**src/hw/nalu_defs.svh**
```systemverilog
// Constants for the nibble ALU datapath
// Assumes inclusion by bare name from package and modules
`ifndef NALU_DEFS_SVH
`define NALU_DEFS_SVH
`define NALU_W 4
`define NALU_IDX_W 8
`define NALU_ZERO 4'h0
`define NALU_ONE 4'h1
`define NALU_IDX_ONE 8'h01
`define NALU_IDX_RST 8'h00
`define NALU_CARRY_RST 1'b0
`define NALU_MSB 3
`endif

```
**src/hw/nalu_pkg.sv**
```systemverilog
// Types shared by the nibble ALU datapath
// Assumes the defines header is on the include path
`include "nalu_defs.svh"
package nalu_pkg;
    typedef enum logic [2:0]
    {
        NALU_ADD = 3'b000,
        NALU_SUB = 3'b001,
        NALU_AND = 3'b010,
        NALU_XOR = 3'b011,
        NALU_OR = 3'b100
    } nalu_op_t;
    // Carry-in select
    typedef enum logic [1:0]
    {
        NALU_CIN_ZERO = 2'b00,
        NALU_CIN_ONE = 2'b01,
        NALU_CIN_FLAG = 2'b10
    } nalu_cin_t;
    // Source of the second operand
    typedef enum logic [1:0]
    {
        NALU_SRC_DIRECT = 2'b00,
        NALU_SRC_INDEX = 2'b01,
        NALU_SRC_IMM = 2'b10
    } nalu_src_t;
endpackage

```
**src/hw/nalu_core.sv**
```systemverilog
// Nibble adder and logic unit, purely combinational
// Assumes operands are already selected by the caller
`timescale 1ns/1ns
`include "nalu_defs.svh"
module nalu_core
    import nalu_pkg::*;
(
    // Operation
    input wire nalu_op_t op,
    input wire logic invert_b,
    input wire logic cin,
    // Operands
    input wire logic [`NALU_W-1:0] a,
    input wire logic [`NALU_W-1:0] b,
    // Result
    output logic [`NALU_W-1:0] result,
    output logic cout
);
    logic [`NALU_W-1:0] b_eff;
    logic [`NALU_W:0] sum;

    assign b_eff = invert_b ? ~b : b;
    assign sum = {1'b0, a} + {1'b0, b_eff} + {{`NALU_W{1'b0}}, cin};

    always_comb
    begin
        cout = sum[`NALU_W];
        unique case (op)
            NALU_ADD,
            NALU_SUB: result = sum[`NALU_W-1:0];
            NALU_AND: result = a & b;
            NALU_XOR: result = a ^ b;
            NALU_OR: result = a | b;
            default: result = sum[`NALU_W-1:0];
        endcase
    end
endmodule

```
**src/hw/nalu_top.sv**
```systemverilog
// Nibble arithmetic/logic datapath: accumulator, carry, index pointer
// Assumes decoder issues one op per exec pulse and memory read data
// for the addressed operand is valid in the same cycle as the pulse.
//
// Function
// - Indexed subtract write-back: mem + ~acc + 1 to acc and memory, carry updated.
// - Post-increment indexed forms do their work, then index pointer plus one, unless idx_load is high in the same cycle.
// - Add-keep-carry sums operands, memory or immediate, carry untouched.
// - Plain indexed add-keep-carry writes only the accumulator, memory unchanged.
// - Memory write-back forms store result in accumulator and addressed location.
// - Conjunction: memory AND accumulator into accumulator.
// - Exclusive disjunction: memory XOR accumulator into accumulator.
// - Inclusive disjunction: memory OR accumulator into accumulator.
// - Immediate add with carry in: reg + imm + carry, carry updated.
// - Immediate subtract with carry in: reg + ~imm + carry, carry updated.
// - Immediate add setting carry: reg + imm, no carry in.
// - Immediate subtract setting carry: reg + ~imm + 1, carry updated.
// - Immediate AND, XOR, OR of register and immediate into accumulator.
// - Immediate write-back forms store result in accumulator and working register.
// - Indexed operands read and written at address held in index pointer.
`timescale 1ns/1ns
`include "nalu_defs.svh"
module nalu_top
    import nalu_pkg::*;
(
    // Clock and reset
    input wire logic ref_clk,
    input wire logic arst_n,
    input wire logic clk_en,
    // Decoded instruction
    input wire logic exec,
    input wire nalu_op_t op,
    input wire nalu_src_t src,
    input wire nalu_cin_t cin_sel,
    input wire logic keep_carry,
    input wire logic write_back,
    input wire logic post_inc,
    input wire logic [`NALU_W-1:0] imm,
    input wire logic [`NALU_IDX_W-1:0] direct_addr,
    // Index pointer load
    input wire logic idx_load,
    input wire logic [`NALU_IDX_W-1:0] idx_load_val,
    // Data memory and working register operand
    input wire logic [`NALU_W-1:0] mem_rdata,
    input wire logic [`NALU_W-1:0] work_reg_operand,
    output logic [`NALU_IDX_W-1:0] mem_addr,
    output logic mem_we,
    output logic [`NALU_W-1:0] mem_wdata,
    output logic wr_we,
    output logic [`NALU_W-1:0] wr_wdata,
    // Architectural state
    output logic [`NALU_W-1:0] result_nibble_reg,
    output logic carry_bit,
    output logic [`NALU_IDX_W-1:0] index_pointer
);
    // ----------------------------------------
    // Operand select and ALU
    // ----------------------------------------
    logic go;
    logic is_imm;
    logic is_sub;
    logic alu_cin;
    logic alu_cout;
    logic [`NALU_W-1:0] alu_a;
    logic [`NALU_W-1:0] alu_b;
    logic [`NALU_W-1:0] alu_res;

    assign go = exec & clk_en;
    assign is_imm = (src == NALU_SRC_IMM);
    assign is_sub = (op == NALU_SUB);

    // Memory forms subtract the accumulator from the operand, so the
    // accumulator is the inverted side; immediates invert the immediate.
    assign alu_a = is_imm ? work_reg_operand : mem_rdata;
    assign alu_b = is_imm ? imm : result_nibble_reg;

    always_comb
    begin
        unique case (cin_sel)
            NALU_CIN_ONE: alu_cin = 1'b1;
            NALU_CIN_FLAG: alu_cin = carry_bit;
            default: alu_cin = 1'b0;
        endcase
    end

    nalu_core u_core
    (
        .op(op),
        .invert_b(is_sub),
        .cin(alu_cin),
        .a(alu_a),
        .b(alu_b),
        .result(alu_res),
        .cout(alu_cout)
    );

    // ----------------------------------------
    // Memory and register write strobes
    // ----------------------------------------
    // Indexed address follows the pointer; direct otherwise
    assign mem_addr = (src == NALU_SRC_INDEX) ? index_pointer : direct_addr;
    assign mem_we = go & write_back & ~is_imm;
    assign mem_wdata = alu_res;
    assign wr_we = go & write_back & is_imm;
    assign wr_wdata = alu_res;

    // ----------------------------------------
    // Accumulator
    // ----------------------------------------
    always_ff @(posedge ref_clk or negedge arst_n)
    begin
        if (!arst_n)
            result_nibble_reg <= `NALU_ZERO;
        else if (go)
            result_nibble_reg <= alu_res;
    end

    // ----------------------------------------
    // Carry
    // ----------------------------------------
    // Logic ops never touch carry; add-keep-carry holds it
    always_ff @(posedge ref_clk or negedge arst_n)
    begin
        if (!arst_n)
            carry_bit <= `NALU_CARRY_RST;
        else if (go && !keep_carry && (op == NALU_ADD || is_sub))
            carry_bit <= alu_cout;
    end

    // ----------------------------------------
    // Index pointer
    // ----------------------------------------
    // Increment uses the pre-op pointer, so the access hits the old address
    always_ff @(posedge ref_clk or negedge arst_n)
    begin
        if (!arst_n)
            index_pointer <= `NALU_IDX_RST;
        else if (clk_en)
        begin
            if (idx_load)
                index_pointer <= idx_load_val;
            else if (exec && post_inc && src == NALU_SRC_INDEX)
                index_pointer <= index_pointer + `NALU_IDX_ONE;
        end
    end

    logic [`NALU_W:0] chk_sub;
    assign chk_sub = {1'b0, mem_rdata} + {1'b0, ~result_nibble_reg} + {{`NALU_W{1'b0}}, 1'b1};

    // ----------------------------------------
    // Reference values
    // ----------------------------------------
    // Built from the raw operands, not the core outputs, so a slip in
    // operand select or inversion cannot agree with itself
    logic [`NALU_W:0] ref_add_flag;
    logic [`NALU_W:0] ref_sub_flag;
    logic [`NALU_W:0] ref_add_zero;
    logic [`NALU_W:0] ref_sub_one;
    logic [`NALU_W:0] ref_mem_add;
    assign ref_add_flag = {1'b0, work_reg_operand} + {1'b0, imm} + {`NALU_ZERO, carry_bit};
    assign ref_sub_flag = {1'b0, work_reg_operand} + {1'b0, ~imm} + {`NALU_ZERO, carry_bit};
    assign ref_add_zero = {1'b0, work_reg_operand} + {1'b0, imm};
    assign ref_sub_one = {1'b0, work_reg_operand} + {1'b0, ~imm} + {`NALU_ZERO, 1'b1};
    assign ref_mem_add = {1'b0, mem_rdata} + {1'b0, result_nibble_reg};
endmodule

```
**config.mk**
```make
export PLATFORM = sky130hd
export DESIGN_NAME = nalu_top
export DESIGN_NICKNAME = d
export VERILOG_FILES = /design/src/hw/nalu_pkg.sv /design/src/hw/nalu_core.sv /design/src/hw/nalu_top.sv
export VERILOG_INCLUDE_DIRS = /design/src /design/src/hw
export SDC_FILE = /design/constraint.sdc
export NUM_CORES = 1
export LEC_CHECK = 0
export ABC_AREA = 0
export BUFFER_PORTS_ARGS = -buffer_cell sky130_fd_sc_hd__buf_4
export CAP_MARGIN = 20
export CORE_MARGIN = 2
export CORE_UTILIZATION = 40
export DETAILED_ROUTE_END_ITERATION = 6
export PLACE_DENSITY = 0.7
export SLEW_MARGIN = 40
export SYNTH_ARGS = -nofsm -noshare
export SYNTH_HDL_FRONTEND = slang
export SYNTH_HIERARCHICAL = 1
export SYNTH_SLANG_ARGS = --single-unit
```
**constraint.sdc**
```tcl
create_clock -name ref_clk -period 3.9 [get_ports ref_clk]
set_input_delay 0.585 -clock ref_clk [delete_from_list [all_inputs] [get_ports ref_clk]]
set_output_delay 0.585 -clock ref_clk [all_outputs]
set_load 0.05 [all_outputs]
```
==> results of run 1 <==
## metal layers
metal  vias up  track usage (%)  wire length, µm
met5         -                0                0
met1       638             28.1             1820
met2        36             30.3             1690
met4         0             5.05               29
li1        711                -                -
met3         2             1.22              143
## through the flow
step / power [µW] / util, % / TNS, ps / cell area [µm²] / hold WS [ps]
floorplan: 877 / - / -160 / 1490 / 289
global placement: 1080 / 56.3 / 0 / 2030 / 448
detailed placement: 1100 / 56.3 / 0 / 2030 / 453
CTS: 1230 / 57.6 / 0 / 2080 / 183
global route: 1300 / 57.6 / 0 / 2080 / 187
finish: 1220 / 57.6 / 0 / 2080 / 178
## where the power goes
part | switching (µW) | internal [µW]
sequential | 38.7 | 174
combinational | 561 | 315
clock | 56.6 | 72.3
total | 657 | 561
## cell type report
class | count | share of cell area (%)
clock buffer | 4 | 2.17
inverter | 16 | 2.89
multi-input combinational | 122 | 49.2
sequential | 13 | 15.7
tap | 48 | 2.89
timing repair buffer | 75 | 27.1
## path summary, 6_finish.rpt
kind	start	endpoint	slack, ps	cells after the start
max in group asynchronous	arst_n	index_pointer[0]$_DFFE_PN0P_	3550	1
max	src[0]	mem_wdata[2]	410	12
max reg2reg	result_nibble_reg[0]$_DFFE_PN0P_	result_nibble_reg[1]$_DFFE_PN0P_	1460	8
min	arst_n	result_nibble_reg[2]$_DFFE_PN0P_	180	1
min in group ref_clk	result_nibble_reg[1]$_DFFE_PN0P_	result_nibble_reg[1]$_DFFE_PN0P_	540	1
min reg2reg	result_nibble_reg[1]$_DFFE_PN0P_	result_nibble_reg[1]$_DFFE_PN0P_	540	1
## layout by cell type, fill, tap and decap left out, types with 3 or more instances in the layout
cell type / n
buf_4: 75
inv_1: 16
ha_1: 14
mux2i_1: 7
o21ai_0: 4
nor2_1: 7
dfrtp_1: 13
nand2_1: 13
a21oi_1: 6
a311o_1: 3
o22ai_1: 5
xor2_1: 5
clkbuf_8: 3
mux2_2: 20
## worst max-delay path, cell delays in order
cell,delay [ps]
buf_4,110
nor2b_1,170
buf_4,210
mux2_2,360
inv_1,110
fa_1,200
inv_1,60
fa_1,400
xor2_1,170
nor3_1,270
a221oi_4,70
buf_4,210
## cells by family (layout without fill, tap and decap cells)
logic type | Yosys count | in the layout | synth area share, %
AND/OR/NAND/NOR | 43 | 43 | 15.9
AO/OA/AOI/OAI | 30 | 30 | 14.3
multiplexers | 27 | 27 | 20.1
buffers and inverters | 27 | 95 | 9.44
adder cells (fa/ha/maj) | 16 | 16 | 14.6
flip-flops | 13 | 13 | 22.1
XOR/XNOR | 6 | 6 | 3.57
==> metrics.md, run 1 <==
| Metric | Value |
|---|---|
| Status | finished, final reports clean |
| FF/Latch Area | 325 µm² |
| Final Slew Violations | 0 |
| Unique masters post-synth | 41 |
| Ys Warns | 6 |
| Final net count | 290 |
| Area of the core | 3610 µm² |
| PnR worst setup slack | just over 400 ps |
| Clock latency at the later pin of the worst-skew pair | ~250 ps |
| Post-CTS Resized | 0 |
| Initial core utilization | approximately two fifths |
| Die X | between 60 and 70 µm |
| DRC viols | 0 |
| Pin count of the biggest net entering global routing | 18 |
| DR vias | ~1400 |
| HPWL after DPL | 2.95 mm |
| Synth Instances | ~160 |
| Synth area leaders | dfrtp_1, mux2_2, ha_1 |
| CTS Root Cell | clkbuf_8 |
| Vias in the first global route | between 1000 and 1500 |
| Overflow after GRT | 0 |
| Peak supply drop | roughly 0.00036 V |
| Clock sink count | 13 |
| # Max-Cap Violations | 0 |
| Tcrit/Tclk final | between 80% and 90% |
| Routed Wire Length | 3.69 mm |
| EDFF count, synth | 0 |
| Fraction of layout cells with a size suffix above 1 | between 40% and 50% |
| Clk_skew | approximately 4.2 ps |
| Synthesized Nets | about 220 |
| PortBufs | 73 |
| Leakage Power | approximately 0.0010 µW |
| Final min period | about 3500 ps |
| Slew Limit Headroom | 71.3% |
| Post-CTS setup buffer count | 0 |
| Area share of the largest cell type after synthesis | between 20% and 30% |
| WP data arrival | 2900 ps |
| Top cell type by total area after synthesis | dfrtp_1 |
| Req. time, crit path | 3310 ps |
| I/O Pins | 74 |
| CTS tree | done |
| Max Buffers Root-to-Sink | 2 |
| Endpoints failing setup | 0 |
| Synth Cell Area | 1470 µm² |
| Worst slew pin tran | ~430 ps |
| Post-DR vias/cell | roughly 5 |
| Initial drt markers | 40 |
| F_max | approximately 290 MHz |
| Hold_buf cts | 0 |
| Diodes inserted | 0 |
| Critical path class | in -> out |
| Initial antenna violation count | 0 |
| Crit end category | output port |
| Htree depth | 1 |
| Startpoint types | input pin |
| Hold Crit Class | in -> async |
| Inst Count DP | around 270 |
| Async set or reset register ratio after synthesis | 100% |
| Setup slack at placement | 379 ps |
| FILL cells | about 340 |
| P per Cell Area | between 500 and 600 nW/µm² |
| Critical Path Fanout Max | 9 |
| # rows | 22 |
| Total GRT Usage | a little under a fifth |
| Vert. Die Dim | 64.7 µm |
| DRT antenna net count | 0 |
| DR pass1 iterations | 4 |
| Post-synthesis register bit count | 13 |
| Avg Synthesized Cell Area | 9.08 µm² |
| Area of the die | about 4200 µm² |
| First-pass GRT wire length | 6.34 mm |
| RSZ-0062 raised after global routing | false |
| Finished Layout Cells | ~280 |
| Top post-synthesis cells by count | mux2_2, inv_1, ha_1, dfrtp_1, nand2_1 |
| Synth Flop Type | dfrtp_1 |
| Synthesis-to-finish area growth | 41.1% |
| Leading cell type by number of instances after synthesis | mux2_2 |
| Area of the multi-input gates | ~1000 µm² |
| GP Congestion | 0.815 |
| Cts bufs inserted | 3 |
| Largest register FFs | 8 |
| Drt wl/cell | about 13 µm |
| Clk slew on worst S/H paths | about 70 ps |
| Endpoints failing hold | 0 |
| Seq/Total Area, Yosys | 22.1% |
(Power assumes the default switching activity.)
==> run 2: changes to the inputs <==
- CORE_ASPECT_RATIO: default -> 0.5
- GPL_ROUTABILITY_DRIVEN: default -> 0
==> run 2 against run 1 <==
Hold slack improved by 1.7 ps. Combinational power hardly changed. Cell count is 1.4% higher. Critical path type unchanged. Sequential share of layout area down 0.085 points. Sequential power is essentially flat. Total power shrank 0.91%. Flip-flop and latch count unchanged. Clock power decreased by 7%. Largest power group unchanged.
==> metrics.md, run 2 (synthesized netlist as in run 1, its figures left out) <==
| Metric | Value |
|---|---|
| Status | finished, final reports clean |
| Overflow after GRT | 0 (unchanged) |
| Worst path cell trace | buf_4 -> nor2b_1 -> mux2_2 -> xnor2_1 -> fa_1 -> inv_1 -> fa_1 -> xor2_1 -> nor3_1 -> a221oi_4 -> buf_4 |
| Pin count of the biggest net entering global routing | 18 (unchanged) |
| Worst Path Buf+Inv | 3 (-2) |
| Leakage Power | 0.00106 µW (+0.49%) |
| Initial antenna violation count | 0 (unchanged) |
| Critical path class | in -> out |
| Worst slew pin tran | 455 ps (+23.7 ps) |
| Die X | 89.8 µm (+39%) |
| Combinational share of power | 72.5% (+0.5 points) |
| Endpoints failing hold | 0 (unchanged) |
| DP Area | 2040 µm² (+0.55%) |
| PortBufs | 73 (unchanged) |
| Peak supply drop | 0.000199 V (-44%) |
| CP top delay family | adder cells |
| # rows | 15 (-32%) |
| Internal power | 560 µW (-0.14%) |
| Switch share | 53.6% (-0.36 points) |
| FF/Latch Area | 325 µm² (unchanged) |
| WHS | 180 ps (+1.73 ps) |
| Tcrit/Tclk final | 91.1% (+1.8 points) |
| Max Buffers Root-to-Sink | 2 (unchanged) |
| Hold_buf cts | 0 (unchanged) |
| RSZ-0062 raised after global routing | false |
| Largest register FFs | 8 (unchanged) |
| Startpoint types | input pin |
| Clk slew on worst S/H paths | 60 ps (about the same) |
| Diodes inserted | 0 (unchanged) |
| Post-DR vias/cell | 5.11 (+2.4%) |
| WP data arrival | 2970 ps (+70 ps) |
| DRT antenna net count | 0 (unchanged) |
| CTS tree | done |
| Seq pwr share | 17.6% (+0.2 points) |
| PnR worst setup slack | 345 ps (-69.4 ps) |
| F_max | 281 MHz (-2.0%) |
| Area of the multi-input gates | 1020 µm² (unchanged) |
| Clk_skew | 4.18 ps (+0.00660 ps) |
| Most frequent cells in the layout | buf_4, mux2_2, inv_1 |
| I/O Pins | 74 (unchanged) |
| Clock sink count | 13 (unchanged) |
| Setup slack at placement | 349 ps (-29.9 ps) |
| Clock share of power | 9.9% (-0.7 points) |
| Crit end category | output port |
| Cts bufs inserted | 3 (unchanged) |
| Commonest non-fill, non-tap cell in the layout | buf_4 |
| Net switching power | 646 µW (-1.6%) |
| Hold Crit Class | in -> async |
| Htree depth | 1 (unchanged) |
| Area of the core | 3470 µm² (-3.7%) |
| Slew Limit Headroom | 69.7% (-1.6 points) |
| Initial core utilization | 42.4% (+1.6 points) |
| Req. time, crit path | 3310 ps (about the same) |
| Post-CTS Resized | 0 (unchanged) |
| DRC viols | 0 (unchanged) |
| Routed Wire Length | 3.70 mm (+0.49%) |
| Clock latency at the later pin of the worst-skew pair | 240 ps (about the same) |
| Final net count | 291 (+0.34%) |
| Area of the die | 4210 µm² (+0.71%) |
| Final Slew Violations | 0 (unchanged) |
| Post-CTS setup buffer count | 0 (unchanged) |
| Endpoints failing setup | 0 (unchanged) |
| Critical Path Slowest Stage Cell | mux2_2 |
| DR pass1 iterations | 4 (unchanged) |
| Vert. Die Dim | 46.9 µm (-27%) |
| Vias in the first global route | 1287 (-3.5%) |
| Worst path max stage delay | 430 ps (+30 ps) |
| Setup TNS | 0 ps (unchanged) |
| First-pass GRT wire length | 5.94 mm (-6.3%) |
| P per Cell Area | 578 nW/µm² (-1.4%) |
| Final min period | 3550 ps (+69.4 ps) |
| CTS Root Cell | clkbuf_8 |
| Synthesis-to-finish area growth | 41.8% |
| Critical Path Fanout Max | 4 (-5) |
| Drt wl/cell | 13.1 µm (-0.94%) |
| DR vias | 1441 (+3.9%) |
| Total GRT Usage | 17.6% (-1.5 points) |
| Fraction of layout cells with a size suffix above 1 | 45.5% (+0.24 points) |
| # Max-Cap Violations | 0 (unchanged) |
| Initial drt markers | 33 (-18%) |
| HPWL after DPL | 3.06 mm (+3.9%) |
| FILL cells | 315 (-8.4%) |
| Post-route cell area | 2090 µm² (+0.54%) |
## run 2: power groups by stage
| stage | Clock (µW) | Sequential [µW] | Combinational [µW] |
|---|---|---|---|
| final | 120 | 212 | 875 |
| after floorplan | 0 | 344 | 533 |
| after global routing | 134 | 220 | 935 |
| after CTS | 127 | 213 | 882 |
| after global placement | 0 | 213 | 863 |
| after detailed placement | 0 | 215 | 880 |
## run 2: layout make-up
class | count | share of cell area (%)
multi-input cells | 122 | 49.0
inverters | 16 | 2.88
repair buffers | 76 | 27.3
flip-flops and latches | 13 | 15.6
well taps | 51 | 3.06
clock buffers | 4 | 2.16
## run 2: through the flow
step / power (µW) / utilization [%] / cells
after global routing: 1290 / 60.1 / 282
after floorplan: 877 / - / 162
final: 1210 / 60.1 / 282
after global placement: 1080 / 58.8 / 278
after CTS: 1220 / 60.1 / 282
after detailed placement: 1090 / 58.8 / 278
## run 2: layer usage
layer	routed length [µm]	global-route usage [%]
met1	1610	22.0
met3	118	3.05
met5	0	0
met4	18	4.31
met2	1950	33.6
## run 2: worst paths after layout
path                                             startpoint                                to  slack, ps  cells past startpoint
setup / recovery                                     src[0]                       wr_wdata[2]        350                     11
hold / removal                                       arst_n      index_pointer[5]$_DFFE_PN0P_        180                      1
setup reg to reg           result_nibble_reg[0]$_DFFE_PN0P_  result_nibble_reg[2]$_DFFE_PN0P_       1450                      9
hold reg to reg            result_nibble_reg[2]$_DFFE_PN0P_  result_nibble_reg[2]$_DFFE_PN0P_        530                      1
max in group asynchronous                            arst_n      index_pointer[6]$_DFFE_PN0P_       3550                      1
min in group ref_clk       result_nibble_reg[2]$_DFFE_PN0P_  result_nibble_reg[2]$_DFFE_PN0P_        530                      1
